<file path="config.mk">
export PLATFORM = sky130hd
export DESIGN_NAME = ssbc_top
export DESIGN_NICKNAME = d
export VERILOG_FILES = /design/src/logic/ssbc_pkg.sv /design/src/logic/ssbc_rate_gen.sv /design/src/logic/ssbc_top.sv
export SDC_FILE = /design/constraint.sdc
export NUM_CORES = 1
export LEC_CHECK = 0
export BUFFER_PORTS_ARGS = -buffer_cell sky130_fd_sc_hd__buf_2
export CORE_MARGIN = 4
export CORE_UTILIZATION = 45
export CTS_CLUSTER_DIAMETER = 120
export DETAILED_ROUTE_END_ITERATION = 6
export GPL_TIMING_DRIVEN = 0
export PLACE_DENSITY = 0.73
export SLEW_MARGIN = 20
export SYNTH_ARGS = -nofsm -noshare
export SYNTH_HDL_FRONTEND = slang
export SYNTH_SLANG_ARGS = --single-unit
</file>
<file path="constraint.sdc">
create_clock -name clk -period 1.9 [get_ports clk]
set_clock_uncertainty 0.05 [all_clocks]
set_input_delay 0.19 -clock clk [delete_from_list [all_inputs] [get_ports clk]]
set_output_delay 0.19 -clock clk [all_outputs]
set_load 0.01 [all_outputs]
</file>
<file path="src/logic/ssbc_pkg.sv">
package ssbc_pkg;

  // divider field codes, width and limits of the usable range
  localparam int unsigned RATE_W        = 3;
  localparam logic [2:0]  RATE_CODE_MIN = 3'h1;  // divide by 4
  localparam logic [2:0]  RATE_CODE_MAX = 3'h6;  // divide by 128

  // half-period counter: half period is one shifted left by the code
  localparam int unsigned HALF_W   = 7;
  localparam logic [6:0]  HALF_ONE = 7'h01;
  localparam logic [6:0]  CNT_STEP = 7'h01;

  // one byte is sixteen serial clock edges
  localparam int unsigned EDGE_W     = 5;
  localparam logic [4:0]  XFER_EDGES = 5'h10;
  localparam logic [4:0]  EDGE_STEP  = 5'h01;

  // reset values
  localparam logic        SCK_IDLE   = 1'b0;
  localparam logic        SS_IDLE    = 1'b1;  // select pin idles high

  // master transfer sequencer
  typedef enum logic [0:0] {
    SSBC_IDLE,
    SSBC_RUN
  } ssbc_state_e;

endpackage : ssbc_pkg

</file>
<file path="src/logic/ssbc_rate_gen.sv">
module ssbc_rate_gen
  import ssbc_pkg::*;
(
  // clock and reset
  input  wire logic                      clk,
  input  wire logic                      rst,
  // control
  input  wire logic                      run,
  input  wire logic [ssbc_pkg::RATE_W-1:0] rate_divisor,
  // results
  output logic                           tick,
  output logic                           rate_valid
);

  // whole state of the generator
  typedef struct packed {
    logic [HALF_W-1:0] cnt;  // cycles spent in this half period
  } ssbc_rg_s;

  ssbc_rg_s          q_r;   // registered state
  ssbc_rg_s          q_nxt; // next state
  logic [HALF_W-1:0] half;  // half period in clock cycles

  // codes 000 and 111 have no generator behind them
  assign rate_valid = (rate_divisor >= RATE_CODE_MIN) && (rate_divisor <= RATE_CODE_MAX);
  // half of divisor 4..128 is 2..64 cycles
  assign half = HALF_ONE << rate_divisor;
  assign tick = run && rate_valid && (q_r.cnt == (half - CNT_STEP));

  // count only while a transfer runs, so each one starts on a whole half period
  always_comb begin
    q_nxt = q_r;
    if (!run || !rate_valid || tick) begin
      q_nxt.cnt = '0;
    end else begin
      q_nxt.cnt = q_r.cnt + CNT_STEP;
    end
  end

  // state register
  always_ff @(posedge clk or posedge rst) begin
    if (rst) begin
      q_r <= '0;
    end else begin
      q_r <= q_nxt;
    end
  end

  // ticks never come from an unusable code
  chk_no_rate_bad: assert property (@(posedge clk) disable iff (rst)
    tick |-> (rate_divisor != 3'h0) && (rate_divisor != 3'h7))
    else $error("tick produced for an unusable divider code");

  // divide by four: a tick every second cycle
  chk_div4_spacing: assert property (@(posedge clk) disable iff (rst)
    (tick && rate_divisor == 3'h1) ##1 (run && rate_divisor == 3'h1)
      |-> !tick ##1 (!run || rate_divisor != 3'h1 || tick))
    else $error("divide-by-four half period is not two cycles");

  // divide by 128: no tick on the eighth cycle after the last one
  chk_div128_gap: assert property (@(posedge clk) disable iff (rst)
    (tick && rate_divisor == 3'h6) ##1 (run && rate_divisor == 3'h6)[*8] |-> !tick)
    else $error("divide-by-128 half period too short");

endmodule : ssbc_rate_gen

</file>
<file path="src/logic/ssbc_top.sv">
// How it works
// - select input plus fault flag stop master driving
// - slave tri-states output data when select high, unless phase one and select disabled force selection
// - master with select disabled: pin free, no fault
// - slave, phase one, select disabled: always selected
// - clearing select disable keeps fault flag
// - phase zero slave ignores select disable
// - master clock from three-bit divider field
// - codes 1..6 divide by 4..128; others unusable
module ssbc_top
  import ssbc_pkg::*;
(
  // clock and reset
  input  wire logic clk,
  input  wire logic rst,
  // configuration from the processor
  input  wire logic master_mode,
  input  wire logic select_input_disable,
  input  wire logic clock_phase_select,
  input  wire logic rate_select_bit2,
  input  wire logic rate_select_bit1,
  input  wire logic rate_select_bit0,
  // transfer control and fault handling
  input  wire logic xfer_start,
  input  wire logic mode_fault_clear,
  // pins
  input  wire logic ss_n_pin,
  output logic      sck_out,
  output logic      sck_oe,
  output logic      mosi_oe,
  output logic      miso_oe,
  // status
  output logic      mode_fault_flag,
  output logic      xfer_busy,
  output logic      xfer_done,
  output logic      slave_selected,
  output logic      ss_gpio_free,
  output logic      rate_valid
);

  // whole state of the block
  typedef struct packed {
    ssbc_state_e       state;    // sequencer state
    logic              sck;      // serial clock level
    logic [EDGE_W-1:0] edges;    // clock edges issued so far
    logic              fault;    // sticky mode fault
    logic              done;     // one-cycle end of transfer
    logic              ss_meta;  // first synchroniser stage
    logic              ss_sync;  // second synchroniser stage
  } ssbc_s;

  ssbc_s             q_r;        // registered state
  ssbc_s             q_nxt;      // next state
  logic [RATE_W-1:0] rate_divisor; // assembled divider field
  logic              tick;       // half period elapsed
  logic              ss_low;     // select pin low after sync
  logic              fault_set;  // fault condition this cycle
  logic              run;        // generator enable

  assign rate_divisor = {rate_select_bit2, rate_select_bit1, rate_select_bit0};
  assign ss_low       = !q_r.ss_sync;

  // another master pulling select low while we are master is a fault,
  // unless the select input is disabled and the pin is a plain port
  assign fault_set = master_mode && !select_input_disable && ss_low;

  assign run = (q_r.state == SSBC_RUN);

  // divider shared by every transfer
  ssbc_rate_gen u_rate_gen (
    .clk          (clk),
    .rst          (rst),
    .run          (run),
    .rate_divisor (rate_divisor),
    .tick         (tick),
    .rate_valid   (rate_valid)
  );

  // next-state logic: synchroniser, fault flag and transfer sequencer
  always_comb begin
    q_nxt         = q_r;
    q_nxt.ss_meta = ss_n_pin;
    q_nxt.ss_sync = q_r.ss_meta;
    q_nxt.done    = 1'b0;
    // the set wins over a clear in the same cycle; only the explicit
    // clear input drops the flag, the select-disable bit never does
    q_nxt.fault   = fault_set || (q_r.fault && !mode_fault_clear);
    unique case (q_r.state)
      SSBC_IDLE: begin
        q_nxt.sck   = SCK_IDLE;
        q_nxt.edges = '0;
        // unusable divider codes simply never start a transfer
        if (xfer_start && master_mode && rate_valid && !q_r.fault && !fault_set) begin
          q_nxt.state = SSBC_RUN;
        end
      end
      SSBC_RUN: begin
        if (fault_set || !master_mode) begin
          // abort at once so two masters never fight on the clock line
          q_nxt.state = SSBC_IDLE;
          q_nxt.sck   = SCK_IDLE;
        end else if (tick) begin
          q_nxt.sck   = !q_r.sck;
          q_nxt.edges = q_r.edges + EDGE_STEP;
          if (q_r.edges == (XFER_EDGES - EDGE_STEP)) begin
            q_nxt.state = SSBC_IDLE;
            q_nxt.done  = 1'b1;
          end
        end
      end
    endcase
  end

  // state register
  always_ff @(posedge clk or posedge rst) begin
    if (rst) begin
      q_r.state   <= SSBC_IDLE;
      q_r.sck     <= SCK_IDLE;
      q_r.edges   <= '0;
      q_r.fault   <= 1'b0;
      q_r.done    <= 1'b0;
      q_r.ss_meta <= SS_IDLE;
      q_r.ss_sync <= SS_IDLE;
    end else begin
      q_r <= q_nxt;
    end
  end

  // slave selection: forced on only when phase is one, because with phase
  // zero the select edge itself starts the slave's transfer
  assign slave_selected = ss_low || (clock_phase_select && select_input_disable);

  // a master with a pending fault lets go of its clock and data lines
  assign sck_oe  = master_mode && !q_r.fault;
  assign mosi_oe = master_mode && !q_r.fault;
  // a slave only drives its data line while selected
  assign miso_oe = !master_mode && slave_selected;

  // pin available as general-purpose port
  assign ss_gpio_free = select_input_disable && (master_mode || clock_phase_select);

  assign sck_out         = q_r.sck;
  assign mode_fault_flag = q_r.fault;
  assign xfer_busy       = run;
  assign xfer_done       = q_r.done;

  // a pending fault keeps the master's outputs released
  chk_fault_release: assert property (@(posedge clk) disable iff (rst)
    mode_fault_flag |-> !sck_oe && !mosi_oe)
    else $error("master drives lines while mode fault is set");

  // slave with select high and no forced selection floats its data line
  chk_miso_float: assert property (@(posedge clk) disable iff (rst)
    (!master_mode && q_r.ss_sync && !(clock_phase_select && select_input_disable))
      |-> !miso_oe)
    else $error("slave drives data while deselected");

  // select-disabled master never raises a fault
  chk_no_fault_dis: assert property (@(posedge clk) disable iff (rst)
    (master_mode && select_input_disable && !mode_fault_flag) |=> !mode_fault_flag)
    else $error("fault set while select input disabled");

  // phase one and disable keep the slave selected whatever the pin does
  chk_forced_select: assert property (@(posedge clk) disable iff (rst)
    (!master_mode && clock_phase_select && select_input_disable) |-> slave_selected && miso_oe)
    else $error("slave not permanently selected");

  // dropping select disable alone leaves the fault flag standing
  chk_fault_sticky: assert property (@(posedge clk) disable iff (rst)
    (mode_fault_flag && !mode_fault_clear) |=> mode_fault_flag)
    else $error("fault flag lost without a clear");

  // select low in master mode raises the fault three cycles after the pin
  chk_fault_raise: assert property (@(posedge clk) disable iff (rst)
    (master_mode && !select_input_disable && !ss_n_pin) ##1
    (master_mode && !select_input_disable && !ss_n_pin) ##1
    (master_mode && !select_input_disable) |=> mode_fault_flag)
    else $error("fault flag not raised on select low");

  // serial clock stays idle outside a transfer
  chk_sck_idle: assert property (@(posedge clk) disable iff (rst)
    !xfer_busy |=> (!xfer_busy || $stable(sck_out)) && (xfer_busy || !sck_out))
    else $error("serial clock moved while idle");

  // outside an abort, the clock changes only on a generator tick
  chk_sck_on_tick: assert property (@(posedge clk) disable iff (rst)
    (xfer_busy && !tick && !fault_set && master_mode) |=> $stable(sck_out))
    else $error("serial clock toggled without a divider tick");

  // a finished transfer ends with the clock back at idle
  chk_done_idle: assert property (@(posedge clk) disable iff (rst)
    xfer_done |-> !xfer_busy && (sck_out == SCK_IDLE))
    else $error("transfer ended with clock not idle");

  // leaving master mode in mid-transfer drops it at once, with no done pulse
  chk_mode_abort: assert property (@(posedge clk) disable iff (rst)
    (xfer_busy && !master_mode) |=> !xfer_busy && !xfer_done)
    else $error("transfer kept running after leaving master mode");

  // a pending fault refuses every new start
  chk_start_blocked: assert property (@(posedge clk) disable iff (rst)
    (!xfer_busy && mode_fault_flag) |=> !xfer_busy)
    else $error("transfer started while mode fault pending");

  // end of transfer is a single-cycle pulse
  chk_done_single: assert property (@(posedge clk) disable iff (rst)
    xfer_done |=> !xfer_done)
    else $error("done pulse longer than one cycle");

  // a transfer only starts from a usable divider code
  chk_start_rate: assert property (@(posedge clk) disable iff (rst)
    $rose(xfer_busy) |-> $past(rate_valid))
    else $error("transfer started with an unusable divider code");

  // main scenarios
  cov_full_xfer: cover property (@(posedge clk) disable iff (rst)
    $rose(xfer_busy) ##[1:300] xfer_done);
  cov_fault_abort: cover property (@(posedge clk) disable iff (rst)
    xfer_busy ##1 $rose(mode_fault_flag));
  cov_forced_slave: cover property (@(posedge clk) disable iff (rst)
    (!master_mode && ss_gpio_free && miso_oe));
  cov_mode_abort: cover property (@(posedge clk) disable iff (rst)
    (xfer_busy && !master_mode));

endmodule : ssbc_top

</file>
# == Word level (Yosys, flattened, before mapping) ==
# Index checks and enable logic that the tools add are counted.
# word_totals
elab_cells,61
regBits,18
output_inout_bits,10
in_bits,11
# op_classes
bitwise,1
n_addsub,3
shift,1
muxes,11
n_reduce_logical,30
eq_ne,5
order_cmp,2
# op_table
op,count
$logic_and A1 B1 Y1,14
$mux W7,2
$pmux W7 S2,1
$logic_not A1 Y1,9
$add A7 B1 Y7 const B,1
$eq A7 B7 Y1,1
$shl A1 B3 Y7 const A,1
$sub A7 B1 Y7 const B,1
$logic_or A1 B1 Y1,6
$mux W1,6
$add A5 B1 Y5 const B,1
$eq A5 B4 Y1 const B,1
$mux W5,1
$ge A3 B1 Y1 const B,1
$le A3 B3 Y1 const B,1
$ne A3 B1 Y1 const B,1
$mux W2,1
$ne A2 B1 Y1 const B,1
$ne A2 B2 Y1 const B,1
$reduce_and A2 Y1,1
$not A1 Y1,1

# == Depth between registers and ports, before layout ==
# logic_depth
ltp_word,7
ltp_mapped,11
depth_no_buf,8

# == Hierarchy ==
# A second synthesis with hierarchy kept.
# unflattened
cells_unflattened,136
hier_area_um2,1224.9
# by_module_without_submodules
module,seq_area_each_um2,cells_each,instances,area_per_inst_um2
ssbc_rate_gen,175.2,87,1,693.2
ssbc_top,277.8,49,1,531.8

# == Least setup slack after synthesis ==
# OpenSTA, ideal clock, no wires.
# synth_timing
kind,input-to-reg
start,in rate_select_bit2
end,reg q_r[4] in the netlist's numbering
cell_stages,10
path_buffers,3
setup_ns,0.079
t_arrival_ns,2.430
setup_slack_ns,-0.659
required_ns,1.771
cell_sequence,clkbuf_1 -> or3_1 -> ha_1 -> clkbuf_1 -> o21ba_1 -> o311ai_1 -> nor2b_1 -> and4_1 -> buf_4 -> mux2i_1
# synth_via
elab_chain_len,6
elab_cells_between_ends,10
cone_classes,add/sub (1); order compare (2); eq/ne (2); shift (1); reduce/logical (4)
# synth_rtl
element,line_no,text
"start, declared",ssbc_top.sv:20,"input wire logic rate_select_bit2,"
$shl A1 B3 Y7 (tied with other cells),ssbc_rate_gen.sv:27,assign half = HALF_ONE << rate_divisor;
$sub A7 B1 Y7 / $logic_and A1 B1 Y1 (equally long branches),"ssbc_rate_gen.sv:28, ssbc_rate_gen.sv:25",
$eq A7 B7 Y1 / $logic_and A1 B1 Y1 (equally long branches),ssbc_rate_gen.sv:28,assign tick = run && rate_valid && (q_r.cnt == (half - CNT_STEP));
$logic_and A1 B1 Y1 *,ssbc_rate_gen.sv:28,
$ne A2 B1 Y1 (no line) *,-,
$reduce_and A2 Y1 (no line) *,-,
"end signal, assigned",ssbc_top.sv:125,q_r <= q_nxt;
"end, declared",ssbc_top.sv:52,ssbc_s q_r;
# Mark *: on every way between the ends. The rest lies on a longest branch, timed or not.
# A chain may end at the register's enable or synchronous reset.

# == Final worst setup path ==
# layout_timing
start,in rate_select_bit1
end,reg q_r[7] in the netlist's numbering
# layout_via
elab_chain_len,6
elab_cells_between_ends,10
cone_classes,add/sub (1); order compare (2); eq/ne (2); shift (1); reduce/logical (4)
# layout_rtl
element,line_no,text
"start, declared",ssbc_top.sv:21,"input wire logic rate_select_bit1,"
$shl A1 B3 Y7 (tied with other cells),ssbc_rate_gen.sv:27,
$sub A7 B1 Y7 / $logic_and A1 B1 Y1 (equally long branches),"ssbc_rate_gen.sv:28, ssbc_rate_gen.sv:25",
$eq A7 B7 Y1 / $logic_and A1 B1 Y1 (equally long branches),ssbc_rate_gen.sv:28,
$logic_and A1 B1 Y1 *,ssbc_rate_gen.sv:28,
$ne A2 B1 Y1 (no line) *,-,
$reduce_and A2 Y1 (no line) *,-,
# Marks and branches as above.

==> flow_metrics.py <==
metrics = {
    "final_layout": {
        "utilization": 0.628,
        "diodes": 0,
        "syn2layout_area_growth_pct": 33.2,
        "final_common_cell": "buf_2",
        "drive_gt1_frac": 0.354,
        "layout_common_cells": "buf_2 (18), dfrtp_1 (14), nand2_1 (13), nor2_1 (10), buf_4 (9)",
        "fill_cells": 198,
        "multi_input_area_um2": 716,
        "num-nets-final": 174,
        "regArea_um2": 455,
    },
    "clock_tree": {
        "h-tree-depth": 1,
        "root_buffer": "clkbuf_4",
        "cts_sinks": 18,
        "clk_pin_slew_ps": 120,
        "clock_path_buffers": 2,
        "worstSkewPairLatency_ps": 310,
        "cts_buffers": 3,
        "cts_tree": "yes",
    },
    "die": {
        "die_x_um": 58.7,
        "pin_count": 21,
        "die_h_um": 58.7,
        "core_um2": 2450,
        "die-area_um2": 3450,
        "rows": 18,
        "initial_utilization": 0.471,
    },
    "detailed_routing": {
        "drcViolationCount": 0,
        "wire_per_inst_um": 14.3,
        "wl_um": 2690,
        "dr.pass1.iters": 4,
        "vias": 1026,
        "vias_per_cell": 5.46,
        "drt_iter0_markers": 31,
        "ant_nets": 0,
    },
    "worst_setup_path": {
        "required_ps": 2090,
        "regToRegSetupSlack_ps": 30,
        "crit_top_cell": "buf_8",
        "r2r_start": "u_rate_gen.q_r[3]",
        "start_kind": "input pin",
        "r2r-end": "q_r[4]",
        "cpPeakStageDelay_ps": 370,
        "worstSetupPathType": "input pin to flip-flop",
        "cp-end-kind": "flip-flop",
        "arrival_ps": 2090,
        "cp_cell_sequence": "buf_8 -> buf_8 -> or3_4 -> ha_4 -> buf_6 -> nand3b_1 -> o21ai_1 -> a221o_1 -> buf_4 -> nand4_1 -> mux2i_1",
        "rr_worst_depth": 4,
        "cp_slowest_cell": "a221o_1",
        "crit_fanout": 6,
    },
    "sta": {
        "period_minus_slack_ps": 1900,
        "slew_viol_final": 0,
        "hold_viol": 0,
        "finalSetupViolCount": 1,
        "slew_headroom": 0.544,
        "min_period_over_period": 1.00,
        "final.setup.worst_slack_ps": -4.33,
        "max_freq_mhz": 525,
        "rsz0062_at_grt": "yes",
        "worst_slew_pin_slew_ps": 683,
    },
    "min_path": {
        "holdPathEnd": "mode_fault_flag",
        "hold_depth": 3,
        "worstHoldPathType": "input pin to flip-flop",
        "hp-start": "master_mode",
    },
    "synth": {
        "synthSimpleGateAreaFrac": 0.266,
        "synthAdderAreaFrac": 0.0432,
        "synthesis.nets": 138,
        "synthXorXnorAreaFrac": 0.0757,
        "synthDistinctLibCells": 41,
        "synth_top_family_by_area": "simple AND/OR/NAND/NOR gates",
        "syn_avg_cell_area_um2": 9.41,
        "synth-seq-area-share": 0.391,
        "yosysWarnings": 0,
        "postSynthCellCount": 123,
        "netlist_area_um2": 1160,
        "synth_seq_cells": 18,
        "synthMuxAreaShare": 0.0432,
        "synth_compound_area_frac": 0.125,
    },
    "power_and_ir_drop": {
        "p_sw_uw": 219,
        "p_leak_nw": 0.691,
        "ir_worst_vdd_mv": 0.568,
        "share_seq_of_total_power": 0.508,
        "pwr-share-comb": 0.236,
        "power_frac_clock": 0.256,
        "total_power_uw": 785,
        "pwr_density_cell_nw_per_um2": 509,
        "swShare": 0.279,
        "internal_power_uw": 566,
    },
    "outcome": {
        "violations": "negative setup slack",
        "status": "finished, violations left",
    },
    "global_route": {
        "grt_pass1_vias": 1033,
        "antenna_found_initial": 0,
        "grt_max_degree": 19,
        "gr-total-overflow": 0,
        "grt_pass1_wl_um": 4410,
        "grtUsageTotal": 0.166,
    },
    "job": {
        "max-cap-violations": 0,
    },
    "place": {
        "gp_congestion": 0.789,
        "dp_hpwl_um": 1830,
        "numPortBuffers": 19,
    },
}
-- area by class of cell --
type                    count  share of cell area
plain buffers               5              0.0357
clock buffers               4              0.0170
inverters                   6              0.0146
multi-input cells          92               0.464
flip-flops and latches     18               0.295
well taps                  30              0.0244
repair buffers             33               0.149
-- stage by stage --
stage	instances	TNS [ps]	worst slack, ps	cell area [um2]	hold slack [ps]
after floorplan	123	-2670	-341	1220	77.1
after global placement	172	-5950	-569	1360	245
after detailed placement	172	-6330	-638	1360	247
after CTS	185	-46.2	-22.8	1480	105
after global routing	188	-210	-73.1	1540	136
final	188	-4.33	-4.33	1540	109
-- registers in the layout, indices dropped and copies added (netlist names) --
| name | count |
|---|---|
| mode_fault_flag | 1 |
| q_nxt | 1 |
| q_r | 6 |
| sck_out | 1 |
| u_rate_gen.q_r | 7 |
| xfer_busy | 1 |
| xfer_done | 1 |
-- timing repair --
item / in CTS / in global routing
resized for setup: 10 / 9
hold buffers: 3 / 0
endpoints found under the setup margin: 14 / 14
pin swaps: 5 / 5
endpoints found under the hold margin: 18 / 0
buffers inserted: 8 / 3
-- Yosys cell counts --
cell / instances / share of area
dfrtp_1: 16 / 0.35
nand2_1: 13 / 0.042
nor2_1: 11 / 0.036
xnor2_1: 8 / 0.061
nand3_1: 7 / 0.030
inv_1: 6 / 0.019
mux2i_1: 5 / 0.043
clkbuf_1: 4 / 0.013
ha_1: 4 / 0.043
and3_1: 3 / 0.016
nand4_1: 3 / 0.016
nor2b_1: 3 / 0.016
o21ai_0: 3 / 0.013
and2_1: 2 / 0.011
buf_4: 2 / 0.013
dfstp_2: 2 / 0.045
nand2b_1: 2 / 0.011
nand3b_1: 2 / 0.013
nand4bb_1: 2 / 0.019
nor3_1: 2 / 0.0086
o21a_1: 2 / 0.013
xor2_1: 2 / 0.015
a21boi_0: 1 / 0.0065
a21oi_1: 1 / 0.0043
a221o_1: 1 / 0.0086
a311oi_4: 1 / 0.023
a31o_2: 1 / 0.0076
a31oi_1: 1 / 0.0054
a41o_1: 1 / 0.0086
and4_1: 1 / 0.0076
buf_6: 1 / 0.0097
nand4b_1: 1 / 0.0076
nor3b_1: 1 / 0.0065
o211ai_1: 1 / 0.0065
o21ba_1: 1 / 0.0086
o221ai_1: 1 / 0.0076
o22ai_1: 1 / 0.0054
o311ai_1: 1 / 0.0076
or3_1: 1 / 0.0054
or3_4: 1 / 0.0097
or4_4: 1 / 0.0097
-- power by group through the flow --
stage	logic, mW	clock network (mW)	registers (mW)
6_report	0.185	0.201	0.398
5_1_grt	0.202	0.220	0.400
4_1_cts	0.169	0.208	0.399
3_5_place_dp	0.144	0	0.406
3_3_place_gp	0.138	0	0.406
2_1_floorplan	0.101	0	0.407
-- cells by family (layout without fill, tap and decap cells) --
| family | after synthesis | in the layout |
|---|---|---|
| AND/OR/NAND/NOR | 56 | 56 |
| flip-flops | 18 | 18 |
| AO/OA/AOI/OAI | 17 | 17 |
| buffers and inverters | 13 | 48 |
| XOR/XNOR | 10 | 10 |
| multiplexers | 5 | 5 |
| adder cells (fa/ha/maj) | 4 | 4 |
-- metal layers --
layer	up-vias	wire, um	track usage	part of all wire
li1	508	-	-	-
met1	497	1150	0.196	0.43
met2	14	1430	0.293	0.53
met3	7	78	0.0395	0.029
met4	0	36	0.0583	0.013
met5	-	0	0	0
-- worst max-delay path, delay by kind of cell --
family,cells,cell delay [ps]
AOI/OAI and AO/OA,2,440
muxes,1,200
buffers and inverters,4,510
and+or+nand+nor,3,540
adders and majority gates,1,200
-- worst max-delay path by stage --
stage,from,end,slack (ps),cells after the start
after global routing,rate_select_bit1,q_r[7],-70,11
after floorplan,rate_select_bit0,q_r[4],-340,11
after global placement,rate_select_bit1,q_r[4],-570,11
after detailed placement,rate_select_bit1,q_r[8],-640,11
after CTS,rate_select_bit1,q_r[8],-20,9
final,rate_select_bit1,q_r[7],-4,11
Power figures use the tool's default switching activity.
